**src/inc/rmmc_defs.svh**
```systemverilog
// Purpose: Constants for the radio modem mode controller
// Assumes: 50 MHz system clock
// Notes:   Offsets are register word indexes on the plain register port
`ifndef RMMC_DEFS_SVH
`define RMMC_DEFS_SVH
`define RMMC_CLK_HZ          50000000
`define RMMC_GUARD_MS        1000
`define RMMC_CYCLE_MS        300
`define RMMC_DFLT_BAUD       32'd9600
`define RMMC_DIAG_BAUD       32'd115200
`define RMMC_MIN_BAUD        32'd300
`define RMMC_MAX_BAUD        32'd230400
`define RMMC_ESC_CHAR        8'h2B
`define RMMC_CR_CHAR         8'h0D
`define RMMC_CH_A            8'h41
`define RMMC_CH_T            8'h54
`define RMMC_OFF_CTRL        4'h0
`define RMMC_OFF_ROLE        4'h1
`define RMMC_OFF_NTYPE       4'h2
`define RMMC_OFF_BAUD        4'h3
`define RMMC_OFF_STATUS      4'h4
`define RMMC_OFF_SIGNAL      4'h5
`define RMMC_OFF_DIAG_BAUD   4'h6
`define RMMC_CTRL_IF_BIT     0
`define RMMC_RST_ROLE        2'h2
`define RMMC_RST_NTYPE       8'h00
`define RMMC_ADDR_W          4
`endif

```
**src/inc/rmmc_pkg.sv**
```systemverilog
// Purpose: Types for the radio modem mode controller
// Assumes: Constants come from rmmc_defs.svh
// Notes:   None
package rmmc_pkg;
   typedef enum logic [1:0] {
      RMMC_ROLE_MASTER   = 2'b00,
      RMMC_ROLE_REPEATER = 2'b01,
      RMMC_ROLE_ENDPOINT = 2'b10
   } rmmc_role_t;
   typedef enum logic [2:0] {
      RMMC_M_BOOT   = 3'b000,
      RMMC_M_CMD    = 3'b001,
      RMMC_M_DATA   = 3'b010,
      RMMC_M_ESC    = 3'b011,
      RMMC_M_REPLY  = 3'b100
   } rmmc_mode_t;
   typedef struct packed {
      logic       valid;
      logic [7:0] data;
   } rmmc_byte_t;
   typedef struct packed {
      logic       status;
      logic       tx;
      logic       rx_sync;
      logic [2:0] strength;
   } rmmc_leds_t;
   typedef struct packed {
      logic       pkt_valid;
      logic [7:0] pkt_level;
      logic       synced;
      logic       transmitting;
      logic       hop_second_half;
      logic       fast_sync;
   } rmmc_radio_t;
endpackage
```
**src/design/rmmc_top.sv**
```systemverilog
// Purpose: Mode control, escape detection and indicator logic of a radio modem
// Assumes: Serial bytes arrive already framed; radio status arrives as levels
// Notes:   Registers are reached over a plain address/strobe port
//
// Chosen here: the strobed register port and the placing of the registers.
`timescale 1ns/1ps
`default_nettype none
`include "rmmc_defs.svh"

// What this block does
// - Button at power-up boots command mode, 9600
// - Guarded +++ gives NO CARRIER OK, command
// - Command mode blocks all user data
// - Command mode allows register read and write
// - Command mode lights only system status
// - ATA Enter returns to data mode
// - Data port rate 300 to 230400 bps
// - Diagnostic port fixed at 115200 bps
// - Transmit indicator lit while radio transmits
// - Receive indicator lit when synced and receiving
// - Strength bar from last four good packets
// - Strength readable in signal register
// - One data interface at a time
// - Master is sync source; passes no user data
// - Repeater stores, forwards, relays sync
// - Repeater with local device is also endpoint
// - Endpoint exchanges data with master
// - Role register selects network role
// - Type register selects network type
// - Strength bar cycles 300 ms while acquiring
// - Synced repeater splits hop between indicators
module rmmc_top
   import rmmc_pkg::*;
#(
   parameter int GUARD_CYCLES = `RMMC_CLK_HZ / 1000 * `RMMC_GUARD_MS,
   parameter int CYCLE_CYCLES = `RMMC_CLK_HZ / 1000 * `RMMC_CYCLE_MS
) (
   input  wire logic                     clk,
   input  wire logic                     rst,
   input  wire logic                     config_button,
   input  wire rmmc_byte_t               host_rx,
   output logic                          host_rx_ready,
   output rmmc_byte_t                    host_tx,
   input  wire logic                     host_tx_ready,
   output rmmc_byte_t                    radio_tx,
   input  wire rmmc_byte_t               radio_rx,
   output rmmc_byte_t                    user_rx,
   input  wire rmmc_radio_t              radio,
   input  wire logic                     local_device_attached,
   output rmmc_leds_t                    leds,
   output logic                          use_rs485,
   output logic [31:0]                   data_baud,
   output logic [31:0]                   diag_baud,
   output logic                          sync_source,
   output logic                          forward_en,
   output logic                          local_endpoint,
   output logic [1:0]                    role,
   output logic [7:0]                    network_type,
   output logic                          command_mode,
   input  wire logic [`RMMC_ADDR_W-1:0]  reg_addr,
   input  wire logic [31:0]              reg_wdata,
   input  wire logic                     reg_write,
   input  wire logic                     reg_read,
   output logic [31:0]                   reg_rdata
);

   initial begin
      if (GUARD_CYCLES < 2 || CYCLE_CYCLES < 2) begin
         $error("rmmc_top: timing counts too small");
      end
   end

   function automatic logic [1:0] strength_bar(input logic [9:0] sum);
      logic [7:0] avg;
      avg = sum[9:2];
      if (avg >= 8'hC0) strength_bar = 2'd3;
      else if (avg >= 8'h80) strength_bar = 2'd2;
      else if (avg >= 8'h40) strength_bar = 2'd1;
      else strength_bar = 2'd0;
   endfunction

   function automatic logic [2:0] bar_leds(input logic [1:0] n);
      unique case (n)
         2'd0: bar_leds = 3'b000;
         2'd1: bar_leds = 3'b001;
         2'd2: bar_leds = 3'b011;
         2'd3: bar_leds = 3'b111;
      endcase
   endfunction

   ////////////////////////////////////////////////////////////////////////
   // Mode and escape detection

   localparam logic [3:0] MSG_LEN = 4'd13;
   localparam logic [7:0] MSG [13] = '{8'h4E, 8'h4F, 8'h20, 8'h43, 8'h41, 8'h52, 8'h52,
                                       8'h49, 8'h45, 8'h52, 8'h20, 8'h4F, 8'h4B};

   rmmc_mode_t  mode_q, mode_d;
   logic [31:0] quiet_q, quiet_d;
   logic [1:0]  plus_q, plus_d;
   logic [3:0]  msg_q, msg_d;
   logic [1:0]  ata_q, ata_d;
   logic        flush_q, flush_d;
   logic [1:0]  flush_n_q, flush_n_d;
   logic        guard_ok;
   logic        host_in;

   assign guard_ok = (quiet_q >= 32'(GUARD_CYCLES));
   assign host_in  = host_rx.valid && host_rx_ready;
   assign command_mode = (mode_q != RMMC_M_DATA) && (mode_q != RMMC_M_ESC);
   // Held bytes are replayed one per cycle, so input stalls meanwhile
   assign host_rx_ready = !flush_q;

   always_comb begin
      mode_d    = mode_q;
      quiet_d   = host_in ? 32'd0 : (guard_ok ? quiet_q : quiet_q + 32'd1);
      plus_d    = plus_q;
      msg_d     = msg_q;
      ata_d     = ata_q;
      flush_d   = flush_q;
      flush_n_d = flush_n_q;
      if (flush_q) begin
         flush_n_d = flush_n_q - 2'd1;
         if (flush_n_q == 2'd1) flush_d = 1'b0;
      end
      unique case (mode_q)
         RMMC_M_BOOT: begin
            // Button is looked at only here, one cycle after reset
            mode_d = config_button ? RMMC_M_CMD : RMMC_M_DATA;
         end
         RMMC_M_CMD: begin
            if (host_in) begin
               if (ata_q == 2'd0 && host_rx.data == `RMMC_CH_A) ata_d = 2'd1;
               else if (ata_q == 2'd1 && host_rx.data == `RMMC_CH_T) ata_d = 2'd2;
               else if (ata_q == 2'd2 && host_rx.data == `RMMC_CH_A) ata_d = 2'd3;
               else if (ata_q == 2'd3 && host_rx.data == `RMMC_CR_CHAR) begin
                  ata_d  = 2'd0;
                  mode_d = RMMC_M_DATA;
               end else ata_d = 2'd0;
            end
         end
         RMMC_M_DATA: begin
            if (host_in && host_rx.data == `RMMC_ESC_CHAR && guard_ok) begin
               plus_d = 2'd1;
               mode_d = RMMC_M_ESC;
            end
         end
         RMMC_M_ESC: begin
            if (host_in) begin
               if (host_rx.data == `RMMC_ESC_CHAR && plus_q != 2'd3) begin
                  plus_d = plus_q + 2'd1;
               end else begin
                  // Give the held pluses back to the data path
                  flush_d   = 1'b1;
                  flush_n_d = plus_q;
                  plus_d    = 2'd0;
                  mode_d    = RMMC_M_DATA;
               end
            end else if (plus_q == 2'd3 && guard_ok) begin
               plus_d = 2'd0;
               msg_d  = 4'd0;
               mode_d = RMMC_M_REPLY;
            end
         end
         RMMC_M_REPLY: begin
            if (host_tx_ready) begin
               msg_d = msg_q + 4'd1;
               if (msg_q == MSG_LEN - 4'd1) mode_d = RMMC_M_CMD;
            end
         end
         default: mode_d = RMMC_M_BOOT;
      endcase
   end

   always_ff @(posedge clk) begin
      if (rst) begin
         mode_q    <= RMMC_M_BOOT;
         quiet_q   <= 32'd0;
         plus_q    <= 2'd0;
         msg_q     <= 4'd0;
         ata_q     <= 2'd0;
         flush_q   <= 1'b0;
         flush_n_q <= 2'd0;
      end else begin
         mode_q    <= mode_d;
         quiet_q   <= quiet_d;
         plus_q    <= plus_d;
         msg_q     <= msg_d;
         ata_q     <= ata_d;
         flush_q   <= flush_d;
         flush_n_q <= flush_n_d;
      end
   end

   ////////////////////////////////////////////////////////////////////////
   // Registers

   logic [1:0]  role_q, role_d;
   logic [7:0]  ntype_q, ntype_d;
   logic [31:0] baud_q, baud_d;
   logic        if_sel_q, if_sel_d;
   logic [31:0] rdata_q, rdata_d;
   logic [1:0]  bar_q;
   // Remembers a forced boot so the port stays at the default rate
   logic        config_boot_q;

   always_comb begin
      role_d   = role_q;
      ntype_d  = ntype_q;
      baud_d   = baud_q;
      if_sel_d = if_sel_q;
      rdata_d  = 32'h0000_0000;
      if (reg_write && command_mode) begin
         unique case (reg_addr)
            `RMMC_OFF_CTRL:  if_sel_d = reg_wdata[`RMMC_CTRL_IF_BIT];
            `RMMC_OFF_ROLE:  if (reg_wdata[1:0] != 2'b11) role_d = reg_wdata[1:0];
            `RMMC_OFF_NTYPE: ntype_d = reg_wdata[7:0];
            `RMMC_OFF_BAUD: begin
               if (reg_wdata >= `RMMC_MIN_BAUD && reg_wdata <= `RMMC_MAX_BAUD) begin
                  baud_d = reg_wdata;
               end
            end
            default: ;
         endcase
      end
      if (reg_read && command_mode) begin
         unique case (reg_addr)
            `RMMC_OFF_CTRL:      rdata_d = {31'd0, if_sel_q};
            `RMMC_OFF_ROLE:      rdata_d = {30'd0, role_q};
            `RMMC_OFF_NTYPE:     rdata_d = {24'd0, ntype_q};
            `RMMC_OFF_BAUD:      rdata_d = baud_q;
            `RMMC_OFF_STATUS:    rdata_d = {28'd0, radio.synced, mode_q};
            `RMMC_OFF_SIGNAL:    rdata_d = {30'd0, bar_q};
            `RMMC_OFF_DIAG_BAUD: rdata_d = `RMMC_DIAG_BAUD;
            default:             rdata_d = 32'h0000_0000;
         endcase
      end
   end

   always_ff @(posedge clk) begin
      if (rst) begin
         role_q   <= `RMMC_RST_ROLE;
         ntype_q  <= `RMMC_RST_NTYPE;
         baud_q   <= `RMMC_DFLT_BAUD;
         if_sel_q <= 1'b0;
         rdata_q  <= 32'h0000_0000;
      end else begin
         role_q   <= role_d;
         ntype_q  <= ntype_d;
         baud_q   <= baud_d;
         if_sel_q <= if_sel_d;
         rdata_q  <= rdata_d;
      end
   end

   assign reg_rdata    = rdata_q;
   assign role         = role_q;
   assign network_type = ntype_q;
   assign use_rs485    = if_sel_q;
   // Forced command mode always talks at the default rate
   assign data_baud    = (mode_q == RMMC_M_CMD && config_boot_q) ? `RMMC_DFLT_BAUD : baud_q;
   assign diag_baud    = `RMMC_DIAG_BAUD;
   assign sync_source  = (role_q == RMMC_ROLE_MASTER);
   assign forward_en   = (role_q == RMMC_ROLE_REPEATER) && !command_mode;
   assign local_endpoint = (role_q == RMMC_ROLE_ENDPOINT) ||
                           (role_q == RMMC_ROLE_REPEATER && local_device_attached);

   always_ff @(posedge clk) begin
      if (rst) config_boot_q <= 1'b0;
      else if (mode_q == RMMC_M_BOOT) config_boot_q <= config_button;
      else if (mode_q == RMMC_M_DATA) config_boot_q <= 1'b0;
   end

   ////////////////////////////////////////////////////////////////////////
   // Data paths

   rmmc_byte_t radio_tx_q, user_rx_q, host_tx_q;
   always_ff @(posedge clk) begin
      if (rst) begin
         radio_tx_q <= '0;
         user_rx_q  <= '0;
         host_tx_q  <= '0;
      end else begin
         // Pluses are held until the escape resolves
         radio_tx_q.valid <= (flush_q || (host_in && mode_q == RMMC_M_DATA &&
                              mode_d == RMMC_M_DATA)) && local_endpoint;
         radio_tx_q.data  <= flush_q ? `RMMC_ESC_CHAR : host_rx.data;
         user_rx_q.valid  <= radio_rx.valid && !command_mode && local_endpoint;
         user_rx_q.data   <= radio_rx.data;
         host_tx_q.valid  <= (mode_q == RMMC_M_REPLY) && host_tx_ready;
         host_tx_q.data   <= MSG[msg_q];
      end
   end
   assign radio_tx = radio_tx_q;
   assign user_rx  = user_rx_q;
   assign host_tx  = host_tx_q;

   ////////////////////////////////////////////////////////////////////////
   // Signal strength and indicators

   logic [7:0]  hist_q [4];
   logic [31:0] cyc_cnt_q;
   logic [1:0]  cyc_led_q;
   logic        heard_q;
   logic        acquiring;
   rmmc_leds_t  leds_d, leds_q;

   assign acquiring = !radio.synced || (role_q == RMMC_ROLE_MASTER && radio.fast_sync);

   always_ff @(posedge clk) begin
      if (rst) begin
         for (int i = 0; i < 4; i++) hist_q[i] <= 8'h00;
         bar_q     <= 2'd0;
         cyc_cnt_q <= 32'd0;
         cyc_led_q <= 2'd0;
         heard_q   <= 1'b0;
      end else begin
         // Stays set between packets; losing sync forgets it
         heard_q <= radio.synced && (heard_q || radio.pkt_valid);
         if (radio.pkt_valid) begin
            hist_q[0] <= radio.pkt_level;
            for (int i = 1; i < 4; i++) hist_q[i] <= hist_q[i-1];
            bar_q <= strength_bar({2'b00, radio.pkt_level} + {2'b00, hist_q[0]} +
                                  {2'b00, hist_q[1]} + {2'b00, hist_q[2]});
         end
         if (cyc_cnt_q >= 32'(CYCLE_CYCLES - 1)) begin
            cyc_cnt_q <= 32'd0;
            cyc_led_q <= (cyc_led_q == 2'd2) ? 2'd0 : cyc_led_q + 2'd1;
         end else begin
            cyc_cnt_q <= cyc_cnt_q + 32'd1;
         end
      end
   end

   always_comb begin
      leds_d = '0;
      leds_d.status = 1'b1;
      if (!command_mode) begin
         leds_d.tx      = radio.transmitting;
         leds_d.rx_sync = radio.synced && heard_q;
         if (role_q == RMMC_ROLE_REPEATER && radio.synced) begin
            leds_d.rx_sync = !radio.hop_second_half;
            leds_d.tx      = radio.hop_second_half;
         end
         if (acquiring) leds_d.strength = 3'b001 << cyc_led_q;
         else leds_d.strength = bar_leds(bar_q);
      end
   end

   always_ff @(posedge clk) begin
      if (rst) leds_q <= '0;
      else leds_q <= leds_d;
   end
   assign leds = leds_q;

endmodule // rmmc_top
`default_nettype wire

```
**config.mk**
```make
export PLATFORM = sky130hd
export DESIGN_NAME = rmmc_top
export DESIGN_NICKNAME = d
export VERILOG_FILES = /design/src/inc/rmmc_pkg.sv /design/src/design/rmmc_top.sv
export VERILOG_INCLUDE_DIRS = /design/src /design/src/inc
export SDC_FILE = /design/constraint.sdc
export NUM_CORES = 1
export LEC_CHECK = 0
export BUFFER_PORTS_ARGS = -buffer_cell sky130_fd_sc_hd__buf_4
export CAP_MARGIN = 10
export CORE_MARGIN = 1
export CORE_UTILIZATION = 45
export DETAILED_ROUTE_END_ITERATION = 8
export GPL_TIMING_DRIVEN = 0
export PLACE_DENSITY = 0.68
export REMOVE_ABC_BUFFERS = 1
export SETUP_SLACK_MARGIN = 0.4
export SLEW_MARGIN = 0
export SYNTH_ARGS = -nofsm -noshare
export SYNTH_HDL_FRONTEND = slang
export SYNTH_SLANG_ARGS = --single-unit
```
**constraint.sdc**
```tcl
create_clock -name clk -period 4.03 [get_ports clk]
set_input_delay 0.6045 -clock clk [delete_from_list [all_inputs] [get_ports clk]]
set_output_delay 0.6045 -clock clk [all_outputs]
set_load 0.02 [all_outputs]
```
==> flow_summary.ini, run 1 <==
[status]
status = complete, no violations

[timing]
achievable-frequency_mhz = 311
worst_slack_ns = 0.810
fin_skew_ns = 0.0213
worst_slew_margin_rel = 0.236
finalSetupViolCount = 0
final_period_minus_worst_setup_slack_ns = 3.22
setup_total_negative_slack_ns = 0
timing_worst_slew_pin_value_ns = 1.14
final_hold_viol_count = 0
grt_setup_unrepaired = false
final_max_slew_viol_count = 0
final_critical_path_share_of_the_clock_period = 0.799

[clock_network]
clk_root_buffer_cell = clkbuf_16
tritoncts_num_sinks = 215
clk_latency_ns = 0.52
clk_pin_slew_worst_paths_ns = 0.06
total_cts_buffers = 24
post_cts_hold_buffer_count = 0
cts-root-to-sink-buffers = 3
cts.htree.levels = 1
cts_tree = built

[synthesis]
yosys_warnings = 0
netlist_instances = 1043
ffs_w_async_s_r_synth = 0
synth_enable_flop_cells = 24
ys_dominant_reg_cell = dfxtp_1
synth_sequential_area_ratio = 0.466
syn_area_sq_mm = 0.00974
ys_seq_elements = 215
yosysUniqueCellTypes = 77
avgSynthCellArea_sq_um = 9.34

[routing]
vias = 7805
drc = 0
detail_route.iter0.violations = 557
postRouteWirelength_um = 22900
via_per_inst = 5.20
detailedRoute.firstPassIterationCount = 5
postRouteAntennaNets = 0
wire_per_inst_um = 15.3

[critical_path]
worst_path_dominant_cell_family = simple AND/OR/NAND/NOR gates
cp_slowest_stage_delay_ns = 0.76
cp-endpoint = baud_q[7]$_SDFFE_PP1P_
critical_path.n_buffers_inverters = 0
critPathRequiredTime_ns = 4.38
r2r_end = baud_q[7]$_SDFFE_PP1P_
critical_register_to_register_path_startpoint = mode_q[2]$_SDFF_PP0_
timing.critical_path.depth = 5
critPathMaxFanout = 19
worst_path_max_delay_cell = and3_1
worstRegToRegCells = 5
crit_startpoint = mode_q[2]$_SDFF_PP0_
r2r_setup_slk_ns = 0.81
cp-end-kind = register
crit_arrival_ns = 3.57
critical_path_class = register to register
crit_chain = nand2b_1, nand3_1, nor3_4, and3_1, o211ai_1
critical_path.startpoint_type = register

[worst_hold_path]
timing.hold.worst_path_depth = 2
worst_hold_path_type = primary input to register

[layout]
antennaDiodeCount = 0
finish.utilization = 0.568
filler_cell_count = 1908
sequential_cell_area_sq_mm = 0.00454
final_cell_count_no_fill = 1500
layout.cell_area.non_filler_sq_mm = 0.0120
fraction_of_final_layout_cells_with_drive_strength_greater_than_1 = 0.205
final_net_count = 1316
areaGrowthSynthToFinish_pct = 23.2
multi_input_comb_area_sq_mm = 0.00468

[placement]
dp_slack_ns = 0.625
place_area_sq_mm = 0.0112
numPlacedInstances = 1457
routabilityCongestion = 0.820
post-dp-hpwl_um = 15900
io_buffers = 185

[die]
die_h_um = 149
start_util = 0.461
die_width_um = 149
placementRows = 53
die-area_sq_mm = 0.0222
coreArea_sq_mm = 0.0212
design.portCount = 219

[job]
drv.max_cap_violation_count = 0

[global_routing]
global_route.overflow_total = 0
antenna_found_initial = 0
gr-usage-all-layers = 0.202
first_global_vias = 7140
grt_max_degree = 79
first_pass_grt_wire_length_um = 36400

[power_and_ir_drop]
leakagePower_nw = 4.98
worst_vdd_rail_ir_drop_mv = 0.358
pwr_density_cell_mw_per_mm2 = 404
-- Yosys cell counts, types with 17 or more instances --
cell | n | share of area
a21oi_1 | 50 | 0.026
nor4_1 | 17 | 0.011
xnor2_1 | 17 | 0.015
buf_4 | 33 | 0.025
nand2_1 | 52 | 0.020
edfxtp_1 | 24 | 0.074
clkbuf_1 | 40 | 0.015
o31ai_1 | 21 | 0.016
ha_1 | 17 | 0.022
and2_1 | 53 | 0.034
nand3_1 | 32 | 0.016
inv_1 | 55 | 0.021
nor2b_1 | 45 | 0.029
dfxtp_1 | 191 | 0.39
nand4_1 | 32 | 0.021
mux2i_1 | 21 | 0.022
nor2_1 | 105 | 0.040
o21ai_0 | 20 | 0.010
-- through the flow --
stage | hold slack, ns | total power, mW
global placement | 0.425 | 2.69
detailed placement | 0.438 | 2.70
finish | 0.306 | 4.85
floorplan | 0.413 | 2.52
global route | 0.288 | 5.04
CTS | 0.288 | 4.90
-- how the worst min path moves through the flow --
stage                       startpoint                       to  slack (ns)
2_1_floorplan  cyc_cnt_q[0]$_SDFF_PP0_  cyc_cnt_q[0]$_SDFF_PP0_        0.41
3_3_place_gp   cyc_cnt_q[0]$_SDFF_PP0_  cyc_cnt_q[0]$_SDFF_PP0_        0.43
3_5_place_dp   cyc_cnt_q[0]$_SDFF_PP0_  cyc_cnt_q[0]$_SDFF_PP0_        0.44
4_1_cts                    radio_rx[1]    user_rx[1]$_SDFF_PP0_        0.29
5_1_grt                    radio_rx[1]    user_rx[1]$_SDFF_PP0_        0.29
6_report                   radio_rx[4]    user_rx[4]$_SDFF_PP0_        0.31
-- final cells by class --
class	instances	share of cell area
repair buffers	188	0.119
well taps	275	0.0287
clock inverters	8	0.00907
flip-flops and latches	215	0.378
multi-input cells	725	0.390
clock buffers	34	0.0574
inverters	55	0.0172
-- layout by cell type, fill, tap and decap left out, types with 5 or more instances in the layout --
cell type  synthesis  routed
a21oi_1           50      50
xor2_1             9       9
fa_1              16      16
o211ai_1           9       9
edfxtp_1          24      24
xnor2_1           17      17
o31ai_1           21      21
nand2_1           52      52
inv_1             55      55
nand4_1           32      32
or4_1             10      10
nor3b_1           16      16
a211oi_1           9       9
dfxtp_1          191     191
and3_1            15      15
clkbuf_16          0      25
clkbuf_8           0       5
nor2_1           105     105
a31o_2             5       5
nor2b_1           45      45
or3_1             15      15
buf_4             33     186
or2_2              6       6
conb_1             2      41
nor4_1            17      17
o21ai_0           20      20
mux2i_1           21      21
nand3_1           32      32
and2_1            53      53
and4_1             9       9
nor3_1            13      12
ha_1              17      17
-- layer usage --
metal | track usage | part of all wire | vias up | routed length (um)
li1 | - | - | 3904 | -
met1 | 0.281 | 0.45 | 3628 | 10400
met2 | 0.319 | 0.46 | 233 | 10600
met3 | 0.0324 | 0.056 | 40 | 1290
met4 | 0.0648 | 0.029 | 0 | 671
met5 | 0 | 0 | - | 0
-- flip-flops by register name, indices dropped and copies added (netlist names), 8 cells and up --
register and flops:
radio_tx 9, quiet_q 32, host_tx 8, cyc_cnt_q 32, reg_rdata 32, hist_q 24
network_type 8, baud_q 32, user_rx 9
-- power breakdown --
group          switching (mW)  leakage [nW]  internal [mW]
Clock                   0.866         0.398           1.32
Combinational           0.242          2.77          0.171
Sequential             0.0328          1.81           2.21
Total                    1.14          4.98           3.71
-- cells by family after synthesis --
kind of cell / synth area share
other cells: 0.000771
compound gates: 0.111
flops: 0.466
buf+inv: 0.0693
simple gates: 0.253
mux: 0.0216
xor+xnor: 0.0234
fa+ha+maj: 0.0547
-- timing repair --
item / CTS / global route
endpoints found under the setup margin: 0 / 11
resized for setup: 0 / 1
setup buffers: 0 / 0
No activity file was read; power rests on OpenSTA's default activity.
==> run 2: changes to the inputs <==
--- a/config.mk
+++ b/config.mk
@@ -6,6 +6,7 @@
 export SDC_FILE = /design/constraint.sdc
 export NUM_CORES = 1
 export LEC_CHECK = 0
+export ABC_AREA = 1
 export BUFFER_PORTS_ARGS = -buffer_cell sky130_fd_sc_hd__buf_4
 export CAP_MARGIN = 10
 export CORE_MARGIN = 1
==> constraint.sdc (replaced) <==
create_clock -name clk -period 3 [get_ports clk]
set_input_delay 0.45 -clock clk [delete_from_list [all_inputs] [get_ports clk]]
set_output_delay 0.45 -clock clk [all_outputs]
set_load 0.02 [all_outputs]
==> run 2 against run 1 <==
Net effect: clock skew shrank 0.0032 ns; the run now ends with design-rule violations left; sequential power increased by 34%; sequential share of layout area down 1.9 points; critical path type unchanged; first-iteration DRC count shrank 26%; worst hold slack lost 0.18 ns; critical endpoint is now bar_q[0]$_SDFFE_PP0P_; utilization is 0.62 points higher; largest cell class unchanged; via count up 13%; count of clock-buffer cells in the layout fell by 1.
==> flow_summary.ini, run 2 <==
[global_routing]
grt_max_degree = 44
first_global_vias = 8330
antenna_found_initial = 0
global_route.overflow_total = 0
gr-usage-all-layers = 0.208
first_pass_grt_wire_length_um = 40000

[critical_path]
critPathMaxFanout = 3
critical_path_class = register to register
cp_slowest_stage_delay_ns = 0.56
cp-end-kind = register
crit_arrival_ns = 2.92
worst_path_max_delay_cell = fa_1
r2r_setup_slk_ns = 0.49
worstRegToRegCells = 10
crit_chain = fa_1, fa_1, ha_1, nand2_1, o21ai_0, nand4_1, nand2_1, a21oi_1, o21ai_1, nand2_1
critPathRequiredTime_ns = 3.41
r2r_end = bar_q[0]$_SDFFE_PP0P_
critical_path.startpoint_type = register
critical_register_to_register_path_startpoint = hist_q[0][3]$_SDFFCE_PN0P_
path_common_cell = nand2_1

[timing]
grt_setup_unrepaired = true
final_max_slew_viol_count = 0
worst_slew_margin_rel = 0.330
final_period_minus_worst_setup_slack_ns = 2.51
final_critical_path_share_of_the_clock_period = 0.835
finalHoldWorstSlack_ns = 0.130
finalSetupViolCount = 0
fin_skew_ns = 0.0181
achievable-frequency_mhz = 399
setup_total_negative_slack_ns = 0
final_hold_viol_count = 0
timing_worst_slew_pin_value_ns = 1.00

[layout]
areaGrowthSynthToFinish_pct = 24.1
antennaDiodeCount = 0
fraction_of_final_layout_cells_with_drive_strength_greater_than_1 = 0.189
finish.utilization = 0.574
sequential_cell_area_sq_mm = 0.00454
most_used_cells_in_the_layout_excluding_fill_and_tap_cells = 217 x nor2_1, 208 x nand2_1, 203 x inv_1
final_common_cell = nor2_1
multi_input_comb_area_sq_mm = 0.00459
filler_cell_count = 2086
layout.cell_area.non_filler_sq_mm = 0.0126
final_net_count = 1630

[placement]
place_area_sq_mm = 0.0117
routabilityCongestion = 0.850
post-dp-hpwl_um = 17800
io_buffers = 185

[worst_hold_path]
worst_hold_path_type = primary input to register
timing.hold.worst_path_depth = 3
holdCritStartpoint = radio_rx[4]
hold_path_end = user_rx[4]$_SDFF_PP0_

[synthesis]
synth_top_area_cell = dfxtp_1
yosysUniqueCellTypes = 48
netlist_instances = 1336
synth_sequential_area_ratio = 0.446
ffs_w_async_s_r_synth = 0
synth_enable_flop_cells = 24
synthesized_area_fraction_occupied_by_xor_and_xnor_cells = 0.0284
yosysTopAreaCellShare = 0.376
synth_compound_gate_area_share = 0.0801
synth_simple_gate_area_frac = 0.269
muxShareOfSynthArea = 0
synth_most_common_cell = nor2_1
ys_seq_elements = 215
largest_family_of_logic_cells_by_synthesized_area = simple AND/OR/NAND/NOR gates
syn_area_sq_mm = 0.0102
area_contributors_post_synth = dfxtp_1 38%, nor2_1 8.0%, inv_1 7.7%
yosys_warnings = 0
yosys-top-cells-count = 217 x nor2_1, 209 x inv_1, 209 x nand2_1, 191 x dfxtp_1, 84 x a21oi_1
synth-adder-area-share = 0.0524
ys_dominant_reg_cell = dfxtp_1
avgSynthCellArea_sq_um = 7.62

[die]
design.portCount = 219
die-area_sq_mm = 0.0232
coreArea_sq_mm = 0.0220
start_util = 0.462
die_width_um = 152
placementRows = 54
die_h_um = 152

[routing]
postRouteAntennaNets = 0
vias = 8804
via_per_inst = 4.83
detailedRoute.firstPassIterationCount = 9
drc = 6
wire_per_inst_um = 13.4
detail_route.iter0.violations = 413
postRouteWirelength_um = 24500

[clock_network]
tritoncts_num_sinks = 215
clk_latency_ns = 0.52
cts-root-to-sink-buffers = 3
cts.htree.levels = 1
total_cts_buffers = 24
clk_root_buffer_cell = clkbuf_16
cts_tree = built
clk_pin_slew_worst_paths_ns = 0.06
post_cts_hold_buffer_count = 0

[status]
status = finished, violations left
violations = design-rule violations

[job]
drv.max_cap_violation_count = 0

[power_and_ir_drop]
pwr_density_cell_mw_per_mm2 = 538
leakagePower_nw = 5.74
worst_vdd_rail_ir_drop_mv = 0.385
==> run 2: how the worst max path moves through the flow <==
stage / from / endpoint / slack, ns / cells past startpoint
after floorplan: radio[9] / bar_q[0]$_SDFFE_PP0P_ / 0.46 / 11
after global placement: rst / reg_rdata[0]$_SDFF_PP0_ / -1.41 / 4
after detailed placement: radio[9] / bar_q[0]$_SDFFE_PP0P_ / 0.17 / 12
after CTS: hist_q[0][13]$_SDFFCE_PN0P_ / bar_q[0]$_SDFFE_PP0P_ / 0.42 / 11
after global routing: hist_q[0][13]$_SDFFCE_PN0P_ / bar_q[0]$_SDFFE_PP0P_ / 0.33 / 12
final: hist_q[0][3]$_SDFFCE_PN0P_ / bar_q[0]$_SDFFE_PP0P_ / 0.49 / 10
==> run 2: repair_timing <==
action                     in CTS  in global routing
gates cloned                    1                  0
gates resized for setup         6                 13
setup buffers                   5                  1
setup endpoints to repair      31                 21
pin swaps                       0                  5
==> run 2: cells by family (layout without fill, tap and decap cells) <==
| kind of cell | Yosys count | in the layout |
|---|---|---|
| other | 2 | 41 |
| XOR/XNOR | 33 | 33 |
| flip-flops | 215 | 215 |
| buffers and inverters | 287 | 453 |
| AO/OA/AOI/OAI | 148 | 148 |
| adder cells (fa/ha/maj) | 33 | 33 |
| AND/OR/NAND/NOR | 618 | 618 |
==> run 2: power breakdown <==
part           total [mW]  switching [mW]  internal, mW
Combinational       0.674           0.409         0.265
Clock                3.11            1.19          1.91
Sequential           3.02          0.0452          2.98
Total                6.80            1.65          5.16
==> run 2: area by class of cell <==
type	instances	area share
multi-input cells	873	0.363
repair buffers	193	0.117
clock buffers	33	0.0558
flip-flops and latches	215	0.360
inverters	215	0.0641
clock inverters	11	0.0119
repair inverters	1	0.000594
well taps	280	0.0277
==> run 2: worst max-delay path, delay by kind of cell, from the launching register on <==
family          cells  cell delay [ns]
fa+ha+maj           3             1.32
flops               1             0.42
compound gates      3             0.35
simple gates        4             0.31
==> run 2: layer usage <==
metal | global-route usage | share of wire | vias to the layer above
li1 | - | - | 4513
met1 | 0.254 | 0.43 | 4013
met2 | 0.366 | 0.48 | 241
met3 | 0.0481 | 0.067 | 37
met4 | 0.0611 | 0.023 | 0
met5 | 0 | 0 | -
==> run 2: metrics by stage <==
stage	worst slack, ns	power, mW	cells
after floorplan	0.464	3.45	1303
after global placement	-1.41	3.69	1768
after detailed placement	0.168	3.71	1770
after CTS	0.419	6.82	1820
after global routing	0.326	7.09	1821
final	0.495	6.80	1821
